===== src/design/ias_pkg.sv =====
// constants shared by the interrupt acceptance sequencer
package ias_pkg;
  localparam logic [5:0] IEL_OFFSET = 6'h3a;
  localparam int MASTER_BIT = 0;
  localparam logic [7:0] IEL_RESET = 8'h00;
  localparam int PSW_IMF_BIT = 0;
  localparam int PSW_RBS_LSB = 0;
  localparam int RBS_W = 4;
  localparam int SEQ_CYCLES = 12;
  localparam int PUSH_BYTES = 5;
  localparam logic [3:0] CYC_VEC_LD = 4'h6;
  localparam logic [3:0] CYC_LAST = 4'(SEQ_CYCLES - 1);
  localparam logic [15:0] SP_RESET = 16'h0000;
  localparam logic [15:0] ENTRY_BASE = 16'h8000;
  localparam int CODE_FIELD_LSB = 4;
  typedef enum logic [1:0] {
    IAS_IDLE = 2'b00,
    IAS_SAVE = 2'b01,
    IAS_VECT = 2'b11
  } ias_state_e;
endpackage


===== src/design/ias_vec_rom.sv =====
// vector table: entry address and bank control code per source, registered read
`timescale 1ns/100ps
module ias_vec_rom #(
  parameter int NSRC = 8,
  parameter int IDX_W = 3
) (
  input wire logic clk_sys,
  input wire logic [IDX_W-1:0] rd_idx,
  output logic [23:0] rd_data_q
);
  logic [23:0] table_w [NSRC];
  genvar gi;
  generate
    for (gi = 0; gi < NSRC; gi++) begin : g_ent
      // entry in bits 23:8, bank control code in bits 7:0
      assign table_w[gi] = {ias_pkg::ENTRY_BASE | 16'(gi << 8), 4'(gi), 4'h0};
    end
  endgenerate
  always_ff @(posedge clk_sys) begin
    rd_data_q <= table_w[rd_idx];
  end
endmodule


===== src/design/ias_core.sv =====
// interrupt acceptance sequencer: latches, enables, 12-cycle acceptance, return handling
//
// Summary of operation
// pending latch holds until accepted, reset, cleared
// acceptance runs exactly 12 cycles after instruction
// acceptance clears master enable first
// acceptance clears only accepted source latch
// push five bytes, stack pointer minus five
// vector entry address loaded into program counter
// bank code upper nibble added to bank
// nesting counter increments per acceptance
// acceptance starts promptly after latch set
// master enable zero blocks all maskable sources
// per-source enable bit gates its source
// higher priority waits until master re-enabled
// software never sets master and enables together
// software disables master before editing enables
// no read-modify-write on enable register in NMI
// nested service clears own enable first
// only program counter and status word saved
// returns restore previous register bank automatically
// service ends with matching return instruction
// maskable return pops, sp plus five, enables
// non-maskable return restores saved master enable
// pseudo non-maskable sources ignore all enables
// requests sampled in final instruction cycle
// lowest index wins among acceptable requests
`timescale 1ns/100ps
module ias_core #(
  parameter int NSRC = 8,
  parameter int IDX_W = 3,
  parameter int NEST_W = 8
) (
  input wire logic clk_sys,
  input wire logic reset_n,
  input wire logic [NSRC-1:0] irq_set,
  input wire logic latch_clr_wr,
  input wire logic [NSRC-1:0] latch_clr_data,
  input wire logic reg_wr,
  input wire logic reg_rd,
  input wire logic [5:0] reg_addr,
  input wire logic [7:0] reg_wdata,
  input wire logic irq_on_instr,
  input wire logic irq_off_instr,
  input wire logic instr_last_cycle,
  input wire logic [15:0] status_word,
  input wire logic [23:0] program_counter,
  input wire logic maskable_return_instr,
  input wire logic nonmaskable_return_instr,
  input wire logic [15:0] popped_status_word,
  output logic [7:0] reg_rdata_q,
  output logic [NSRC-1:0] irq_pending_latch,
  output logic master_irq_enable,
  output logic seq_busy,
  output logic seq_done,
  output logic stk_wr_q,
  output logic [15:0] stk_addr_q,
  output logic [7:0] stk_wdata_q,
  output logic [15:0] stack_pointer,
  output logic pc_load_q,
  output logic [15:0] pc_load_value_q,
  output logic [ias_pkg::RBS_W-1:0] reg_bank_select,
  output logic [NEST_W-1:0] nest_count
);
  ias_pkg::ias_state_e state_q, state_d;
  logic [3:0] cnt_q, cnt_d;
  logic [NSRC-1:0] latch_q, latch_d;
  logic master_q, master_d;
  logic [NSRC-1:1] src_en_q, src_en_d;
  logic [15:0] sp_q, sp_d;
  logic [ias_pkg::RBS_W-1:0] rbs_q, rbs_d;
  logic [NEST_W-1:0] nest_q, nest_d;
  logic [39:0] save_q, save_d;
  logic [IDX_W-1:0] idx_q, idx_d;
  logic [7:0] rdata_d;
  logic stk_wr_d;
  logic [15:0] stk_addr_d;
  logic [7:0] stk_wdata_d;
  logic pc_load_d;
  logic [15:0] pc_val_d;
  logic [NSRC-1:0] acceptable;
  logic any_acc;
  logic [IDX_W-1:0] win_idx;
  logic accept;
  logic [23:0] vec_data;

  ias_vec_rom #(.NSRC(NSRC), .IDX_W(IDX_W)) u_vec_rom (
    .clk_sys(clk_sys),
    .rd_idx(idx_q),
    .rd_data_q(vec_data)
  );

  // source 0 is pseudo non-maskable; others need master and own enable
  always_comb begin
    acceptable = '0;
    acceptable[0] = latch_q[0];
    for (int i = 1; i < NSRC; i++) begin
      acceptable[i] = latch_q[i] & src_en_q[i] & master_q;
    end
  end

  always_comb begin
    win_idx = '0;
    for (int i = NSRC - 1; i >= 0; i--) begin
      if (acceptable[i]) begin
        win_idx = IDX_W'(i);
      end
    end
  end

  assign any_acc = |acceptable;
  assign accept = (state_q == ias_pkg::IAS_IDLE) && instr_last_cycle && any_acc;

  always_comb begin
    state_d = state_q;
    cnt_d = cnt_q;
    latch_d = latch_q;
    master_d = master_q;
    src_en_d = src_en_q;
    sp_d = sp_q;
    rbs_d = rbs_q;
    nest_d = nest_q;
    save_d = save_q;
    idx_d = idx_q;
    stk_wr_d = 1'b0;
    stk_addr_d = stk_addr_q;
    stk_wdata_d = stk_wdata_q;
    pc_load_d = 1'b0;
    pc_val_d = pc_load_value_q;
    rdata_d = reg_rdata_q;
    if (reg_rd) begin
      rdata_d = (reg_addr == ias_pkg::IEL_OFFSET) ? {src_en_q, master_q} : 8'h00;
    end
    if (reg_wr && reg_addr == ias_pkg::IEL_OFFSET) begin
      master_d = reg_wdata[ias_pkg::MASTER_BIT];
      src_en_d = reg_wdata[NSRC-1:1];
    end
    if (irq_on_instr) begin
      master_d = 1'b1;
    end
    if (irq_off_instr) begin
      master_d = 1'b0;
    end
    if (latch_clr_wr) begin
      latch_d = latch_d & latch_clr_data;
    end
    if (maskable_return_instr || nonmaskable_return_instr) begin
      sp_d = sp_q + 16'(ias_pkg::PUSH_BYTES);
      nest_d = nest_q - NEST_W'(1);
      rbs_d = popped_status_word[8+ias_pkg::PSW_RBS_LSB +: ias_pkg::RBS_W];
      master_d = maskable_return_instr ? 1'b1 : popped_status_word[ias_pkg::PSW_IMF_BIT];
    end
    unique case (state_q)
      ias_pkg::IAS_IDLE: begin
        if (accept) begin
          state_d = ias_pkg::IAS_SAVE;
          cnt_d = 4'h0;
          master_d = 1'b0;
          latch_d[win_idx] = 1'b0;
          idx_d = win_idx;
          // saved status word carries the master enable as it was
          save_d = {status_word[15:8], status_word[7:1] & 7'h7f, master_q, program_counter};
        end
      end
      ias_pkg::IAS_SAVE: begin
        cnt_d = cnt_q + 4'h1;
        if (cnt_q < 4'(ias_pkg::PUSH_BYTES)) begin
          stk_wr_d = 1'b1;
          stk_addr_d = sp_q;
          stk_wdata_d = save_q[39:32];
          save_d = {save_q[31:0], 8'h00};
          sp_d = sp_q - 16'h0001;
        end
        if (cnt_q == ias_pkg::CYC_VEC_LD) begin
          state_d = ias_pkg::IAS_VECT;
          pc_load_d = 1'b1;
          pc_val_d = vec_data[23:8];
          rbs_d = rbs_q + vec_data[ias_pkg::CODE_FIELD_LSB +: ias_pkg::RBS_W];
          nest_d = nest_q + NEST_W'(1);
        end
      end
      ias_pkg::IAS_VECT: begin
        cnt_d = cnt_q + 4'h1;
        if (cnt_q == ias_pkg::CYC_LAST) begin
          state_d = ias_pkg::IAS_IDLE;
          cnt_d = 4'h0;
        end
      end
      default: begin
        state_d = ias_pkg::IAS_IDLE;
        cnt_d = 4'h0;
      end
    endcase
    latch_d = latch_d | irq_set;
  end

  always_ff @(posedge clk_sys) begin
    if (!reset_n) begin
      state_q <= ias_pkg::IAS_IDLE;
      cnt_q <= 4'h0;
      latch_q <= '0;
      master_q <= ias_pkg::IEL_RESET[ias_pkg::MASTER_BIT];
      src_en_q <= '0;
      sp_q <= ias_pkg::SP_RESET;
      rbs_q <= '0;
      nest_q <= '0;
      save_q <= '0;
      idx_q <= '0;
      reg_rdata_q <= 8'h00;
      stk_wr_q <= 1'b0;
      stk_addr_q <= 16'h0000;
      stk_wdata_q <= 8'h00;
      pc_load_q <= 1'b0;
      pc_load_value_q <= 16'h0000;
    end else begin
      state_q <= state_d;
      cnt_q <= cnt_d;
      latch_q <= latch_d;
      master_q <= master_d;
      src_en_q <= src_en_d;
      sp_q <= sp_d;
      rbs_q <= rbs_d;
      nest_q <= nest_d;
      save_q <= save_d;
      idx_q <= idx_d;
      reg_rdata_q <= rdata_d;
      stk_wr_q <= stk_wr_d;
      stk_addr_q <= stk_addr_d;
      stk_wdata_q <= stk_wdata_d;
      pc_load_q <= pc_load_d;
      pc_load_value_q <= pc_val_d;
    end
  end

  assign irq_pending_latch = latch_q;
  assign master_irq_enable = master_q;
  assign seq_busy = state_q != ias_pkg::IAS_IDLE;
  assign seq_done = (state_q == ias_pkg::IAS_VECT) && (cnt_q == ias_pkg::CYC_LAST);
  assign stack_pointer = sp_q;
  assign reg_bank_select = rbs_q;
  assign nest_count = nest_q;

  // length of the current busy run, checked when busy drops
  logic [4:0] busy_run_q, busy_run_d;

  always_comb begin
    busy_run_d = seq_busy ? busy_run_q + 5'h01 : 5'h00;
  end

  always_ff @(posedge clk_sys) begin
    if (!reset_n) begin
      busy_run_q <= 5'h00;
    end else begin
      busy_run_q <= busy_run_d;
    end
  end
endmodule


===== config.mk =====
export PLATFORM = sky130hd
export DESIGN_NAME = ias_core
export DESIGN_NICKNAME = d
export VERILOG_FILES = /design/src/design/ias_pkg.sv /design/src/design/ias_vec_rom.sv /design/src/design/ias_core.sv
export SDC_FILE = /design/constraint.sdc
export NUM_CORES = 1
export LEC_CHECK = 0
export ABC_AREA = 0
export BUFFER_PORTS_ARGS = -buffer_cell sky130_fd_sc_hd__buf_2
export CORE_ASPECT_RATIO = 1.4
export CORE_MARGIN = 2
export CORE_UTILIZATION = 47
export CTS_BUF_LIST = sky130_fd_sc_hd__clkbuf_4
export DETAILED_ROUTE_END_ITERATION = 16
export PLACE_DENSITY = 0.82
export SKIP_LAST_GASP = 1
export SLEW_MARGIN = 10
export SYNTH_ARGS = -nofsm -noshare
export SYNTH_HDL_FRONTEND = slang
export SYNTH_SLANG_ARGS = --single-unit
export TNS_END_PERCENT = 50

===== constraint.sdc =====
create_clock -name clk_sys -period 2.9 [get_ports clk_sys]
set_input_delay 0.29 -clock clk_sys [delete_from_list [all_inputs] [get_ports clk_sys]]
set_output_delay 0.29 -clock clk_sys [all_outputs]
set_load 0.02 [all_outputs]

* Word-level counts from Yosys, hierarchy flattened
Memory sizes are Yosys's and may differ from the RTL's. A register that Yosys moved wholly into a read port is not among the register bits.
Cells that the tools add are included.
Widths: inputs -> output; s select.
** Word-level totals
- Register bits :: 143
- ROM bits :: 192
- Bits of input ports :: 96
- Output and inout bits :: 89
- Logic and storage cells :: 112
- Memories kept :: 1
** Memories
- (no name shown) :: words 8, width 24, read ports 1, clocked after memory_dff 1, wr ports 0, line ias_vec_rom.sv:20 : rd_data_q <= table_w[rd_idx];
** Cells by class
- $add $sub $neg :: 6
- Magnitude comparators :: 3
- Equal/unequal tests :: 9
- Muxes and demuxes :: 42
- Bitwise logic cells :: 19
- Reduce and logical (&&, ||, !) cells :: 16
** Operators with widths (count)
- $mux 40 :: 2
- $pmux 40 s2 :: 1
- $mux 8 :: 7
- $mux 16 :: 3
- $mux 3 :: 8
- $mux 4 :: 5
- $add 16x3->16 const B :: 1
- $and 8x8->8 :: 2
- $sub 16x1->16 const B :: 1
- $and 1x1->1 :: 14
- $pmux 4 s3 :: 1
- $mux 1 :: 10
- $add 8x1->8 const B :: 1
- $not 8->8 :: 1
- $or 8x8->8 :: 1
- $reduce_and 2->1 :: 4
- $reduce_or 8->1 :: 1
- $sub 8x1->8 const B :: 1
- $eq 6x6->1 const B :: 1
- $mux 2 :: 3
- $ne 2x2->1 const B :: 3
- $pmux 2 s3 :: 1
- $reduce_and 3->1 :: 2
- $logic_and 1x1->1 :: 5
- other kinds (15) :: 16

* Depth between registers and ports, before layout
- Word-level depth :: 19
- Depth in mapped cells :: 9
- Mapped depth without buffers :: 7

* Modules after synthesis
A second synthesis with hierarchy kept.
** Second synthesis, totals
- Cell total of the unflattened synthesis :: 794
- Area total of the unflattened synthesis :: 6785.3 um^2
** By module, submodules not included
- ias_core :: instances 1, cells each 768, area an instance 6560.0 um^2, seq. area each 2862.7 um^2
- ias_vec_rom :: instances 1, cells each 26, area an instance 225.2 um^2, seq. area each 60.1 um^2

* Worst setup path after synthesis
No wires, ideal clock.
- Path kind :: register to register
- Start :: register sp_q[0] (netlist: stack_pointer[0])
- End :: register sp_q[14] (netlist: stack_pointer[14])
- Library setup time :: 0.133 ns
- Arrival :: 2.010 ns
- Slack :: 0.757 ns
- Cell stages (with the launch flop) :: 8
- Buffers on the path :: 0
- Clock period less this slack :: 2.143 ns
- Cell sequence :: dfxtp_1 inv_1 ha_1 or3b_2 or4_1 nor4_2 o21ai_0 nor3b_2
** On the way
- Cells in the longest elaborated chain, start to end :: 4
** Ends and longest elaborated chain
- start: declaration :: line ias_core.sv:70 : logic [15:0] sp_q, sp_d;
- start signal: assignment :: line ias_core.sv:204 : sp_q <= ias_pkg::SP_RESET;
- start signal: assignment :: line ias_core.sv:221 : sp_q <= sp_d;
- $add 16x3->16 :: line ias_core.sv:148 : sp_d = sp_q + 16'(ias_pkg::PUSH_BYTES);
- $mux 16 :: line ias_core.sv:147 : if (maskable_return_instr || nonmaskable_return_instr) begin
- $mux 16 :: line ias_core.sv:167 : if (cnt_q < 4'(ias_pkg::PUSH_BYTES)) begin
- $mux 16 * :: line ias_core.sv:153 : unique case (state_q)
Mark *: on every way between the ends. The rest lies on a longest branch, timed or not.
A chain may end at the register's enable or synchronous reset.

* Worst setup path after layout
- Start :: register state_q[1]
- End :: register save_q[28]
** On the way
- Cells in the longest elaborated chain, start to end :: 5
** Ends and longest elaborated chain
- start: declaration :: line ias_core.sv:65 : ias_pkg::ias_state_e state_q, state_d;
- start signal: assignment :: line ias_core.sv:199 : state_q <= ias_pkg::IAS_IDLE;
- start signal: assignment :: line ias_core.sv:216 : state_q <= state_d;
- $logic_not 2->1 :: line ias_core.sv:112, ias_core.sv:153
- $logic_and 1x1->1 (2 in series) :: line ias_core.sv:112 : assign accept = (state_q == ias_pkg::IAS_IDLE) && instr_last_cycle && any_acc;
- $ne 2x2->1 (no line)
- $reduce_and 3->1 (no line)
- end signal: assignment :: line ias_core.sv:224 : save_q <= save_d;
- end: declaration :: line ias_core.sv:73 : logic [39:0] save_q, save_d;
Several ways; a longest one is shown, not always the timed one.

==> out/results.md <==
| Parameter | This run |
|---|---|
| Number of buffers inserted by hold repair at cts | 21 |
| Most frequent cells in the layout | sky130_fd_sc_hd__buf_2, sky130_fd_sc_hd__dfxtp_1, sky130_fd_sc_hd__a21oi_1, sky130_fd_sc_hd__nand2_1, sky130_fd_sc_hd__nor2_1 |
| TritonCTS clock tree | built |
| TNS Setup | 0 ns |
| DRC viols | 0 |
| Sum of net half-perimeters after detailed placement | 11.2 mm |
| Post-CTS setup repair buffer count | 0 |
| Post-synthesis sequential element count | 134 |
| Logic depth of the worst register-to-register path | 5 |
| Pin slew with the least headroom to its limit | 0.720 ns |
| Power density cells | 567 mW/mm2 |
| Pin count of the biggest net entering global routing | 51 |
| Routability congestion estimate from global placement | 0.893 |
| DIE AREA | 0.0144 mm2 |
| Die width | 102 um |
| Antenna violation net count after detailed routing | 0 |
| Pre-CTS worst setup slack | 0.699 ns |
| WL final | 16.6 mm |
| Final standard cell count with taps included and fillers excluded | 1101 |
| Via Count | 5971 |
| Tightest Hold Check Type | in2reg |
| Final worst-path setup slack | 0.649 ns |
| Flop2flop setup slack | 0.65 ns |
| Post-synth top flop | sky130_fd_sc_hd__dfxtp_1 |
| Instance count after placement with tap cells included | 1044 |
| Final Max Tran Viols | 0 |
| Achievable clock frequency | 444 MHz |
| Standard-cell rows | 50 |
| Global-route wire length before repair | 26.9 mm |
| Crit Path Category | reg2reg |
| Layout Utilization | 0.583 |
| Yosys warnings | 0 |
| Fraction of final layout cells sized beyond drive strength 1 | 0.241 |
| Leakage | 3.39 nW |
| Setup clock skew after layout | 0.0122 ns |
| Depth of the CTS H-tree | 4 |
| Required @ worst endpoint | 3.35 ns |
| TritonCTS sink count | 134 |
| Count of input and output buffers | 160 |
| Summed area of non-filler cells in the final layout | 0.00773 mm2 |
| Sum of overflow across all layers after global routing | 0 |
| Critical path fanouts, max | 32 |
| Area added between synthesis and finish | 22.6% |
| Total track usage | 0.232 |
| Startpoint types | flop |
| Count of boundary I/O pins | 185 |
| Number of CTS-inserted buffers | 17 |
| Initial antenna violation count | 2 |
| Post-CTS clock slew at the launch and capture registers of the worst setup and hold paths | 0.13 ns |
| Max-cap violation count | 0 |
| Type of destination of the critical path | flop |
| Post-Synthesis Cell Area | 0.00630 mm2 |
| Peak supply drop | 0.000311 V |
| Terminus of the critical flop-to-flop path | save_q[28] |
| Asr flop ratio synth | 0 |
| Worst hold slack | 0.0588 ns |
| RSZ-0062 raised after global routing | no |
| CTS Root Cell | sky130_fd_sc_hd__clkbuf_4 |
| Mean cell area of the mapped netlist | 8.40 um2 |
| Startpoint of the lowest-slack register-to-register path | state_q[1] |
| Critical path arrival | 2.70 ns |
| DRC violation total after the first TritonRoute iteration | 299 |
| Ratio of routed vias to standard cells | 5.42 |
| Cell type contributing the most total cell area after synthesis | sky130_fd_sc_hd__dfxtp_1 |
| Die H | 141 um |
| Area of the core | 0.0133 mm2 |
| Max_slew headroom | 0.519 |
| Worst hold stages | 3 |
| Portion of the post-synthesis area used by sequential elements | 0.426 |
| Drt first pass iters | 5 |
| Period utilisation layout | 0.776 |
| Synthesized instance count | 750 |
| Outcome | finished clean |
| Post-synth EDFFs | 0 |
| Clock latency of the later-clocked register in the worst-skew pair | 0.52 ns |
| Biggest area contributors in the synthesized netlist | sky130_fd_sc_hd__dfxtp_1, sky130_fd_sc_hd__a21oi_1, sky130_fd_sc_hd__nand2_1 |
| Maximum count of clock buffers along a single path | 2 |
| Min-Delay Startpoint | irq_set[6] |
| Routed WL per cell | 15.1 um |
| PostCTS Resize Cnt | 0 |
| Library cells used by synthesis | 63 |
| Overall power of the completed layout | 4.38 mW |
| Most common library cell in the layout ignoring fill and taps | sky130_fd_sc_hd__buf_2 |
| Final setup violation count | 0 |
| Effective utilization at floorplan | 0.475 |
| Vias in the first global route | 5741 |
| Hold Path End | irq_pending_latch[6] |
| Final critical delay including setup and external delays | 2.25 ns |
| Area fraction of the dominant cell type after synthesis | 0.426 |
| Post-detailed-placement cell area | 0.00716 mm2 |
| Final #Nets | 1011 |
| Count of endpoints failing hold in the final timing report | 0 |
==> routing by layer <==
metal | vias up | wire, um | track usage
met4 | 0 | 435 | 0.102
met2 | 191 | 8650 | 0.409
met3 | 37 | 685 | 0.0486
li1 | 2960 | - | -
met1 | 2783 | 6800 | 0.266
met5 | - | 0 | 0
==> area by class of cell <==
| type | count | area, um2 |
|---|---|---|
| flip-flops and latches | 134 | 2680 |
| diodes | 2 | 5.00 |
| clock inverters | 14 | 199 |
| inverters | 18 | 67.6 |
| fillers | 1237 | 5530 |
| multi-input cells | 540 | 3270 |
| repair buffers | 193 | 1140 |
| well taps | 182 | 228 |
| clock buffers | 18 | 135 |
==> worst max-delay path: stages, from the launching register on <==
cell                      delay, ns
sky130_fd_sc_hd__dfxtp_1       0.51
sky130_fd_sc_hd__or2_1         0.20
sky130_fd_sc_hd__or2_0         0.40
sky130_fd_sc_hd__a31o_2        0.33
sky130_fd_sc_hd__nand2_2       0.42
sky130_fd_sc_hd__a21oi_1       0.30
==> flip-flops by register name, indices dropped and copies added, names as in the netlist, 4 cells and up <==
register,cells
stack_pointer,16
stk_addr_q,16
pc_load_value_q,4
cnt_q,4
stk_wdata_q,8
reg_rdata_q,8
src_en_q,7
reg_bank_select,4
irq_pending_latch,8
save_q,40
nest_count,8
==> cell usage after synthesis (all sizes together) (5+ instances only) <==
| master | count |
|---|---|
| dfxtp | 134 |
| a21oi | 102 |
| nand2 | 102 |
| nor2 | 43 |
| clkbuf | 36 |
| nand3 | 36 |
| mux2i | 35 |
| buf | 33 |
| o31ai | 33 |
| inv | 18 |
| nand2b | 18 |
| nor3 | 17 |
| nor4 | 13 |
| o21ai | 13 |
| ha | 10 |
| xnor2 | 10 |
| a31oi | 9 |
| nor3b | 8 |
| o21a | 6 |
| or2 | 6 |
| a311oi | 5 |
| o22ai | 5 |
==> how the worst max path moves through the flow <==
stage / start / endpoint / slack (ns) / cells after the start
2_1_floorplan: stack_pointer[0] / stack_pointer[14] / 0.76 / 7
3_3_place_gp: stack_pointer[0] / stack_pointer[14] / 0.75 / 7
3_5_place_dp: state_q[0] / save_q[28] / 0.70 / 5
4_1_cts: stack_pointer[0] / stack_pointer[14] / 0.67 / 7
5_1_grt: state_q[1] / save_q[10] / 0.44 / 5
6_report: state_q[1] / save_q[28] / 0.65 / 5
==> report_power, final <==
part	switching, mW	total [mW]	internal [mW]
registers	0.148	2.11	1.97
logic	0.483	0.827	0.344
clock network	0.736	1.44	0.704
==> logic make-up (layout without fill, tap and decap cells) <==
logic type | after synthesis | after routing | share of synthesized area
compound gates | 199 | 199 | 0.194
xor+xnor | 14 | 14 | 0.0195
fa+ha+maj | 11 | 11 | 0.0230
buf+inv | 87 | 243 | 0.0651
flops | 134 | 134 | 0.426
mux | 35 | 35 | 0.0556
other cells | 1 | 14 | 0.000595
simple gates | 269 | 269 | 0.217
Note: power is estimated with default switching activity, not from simulation.
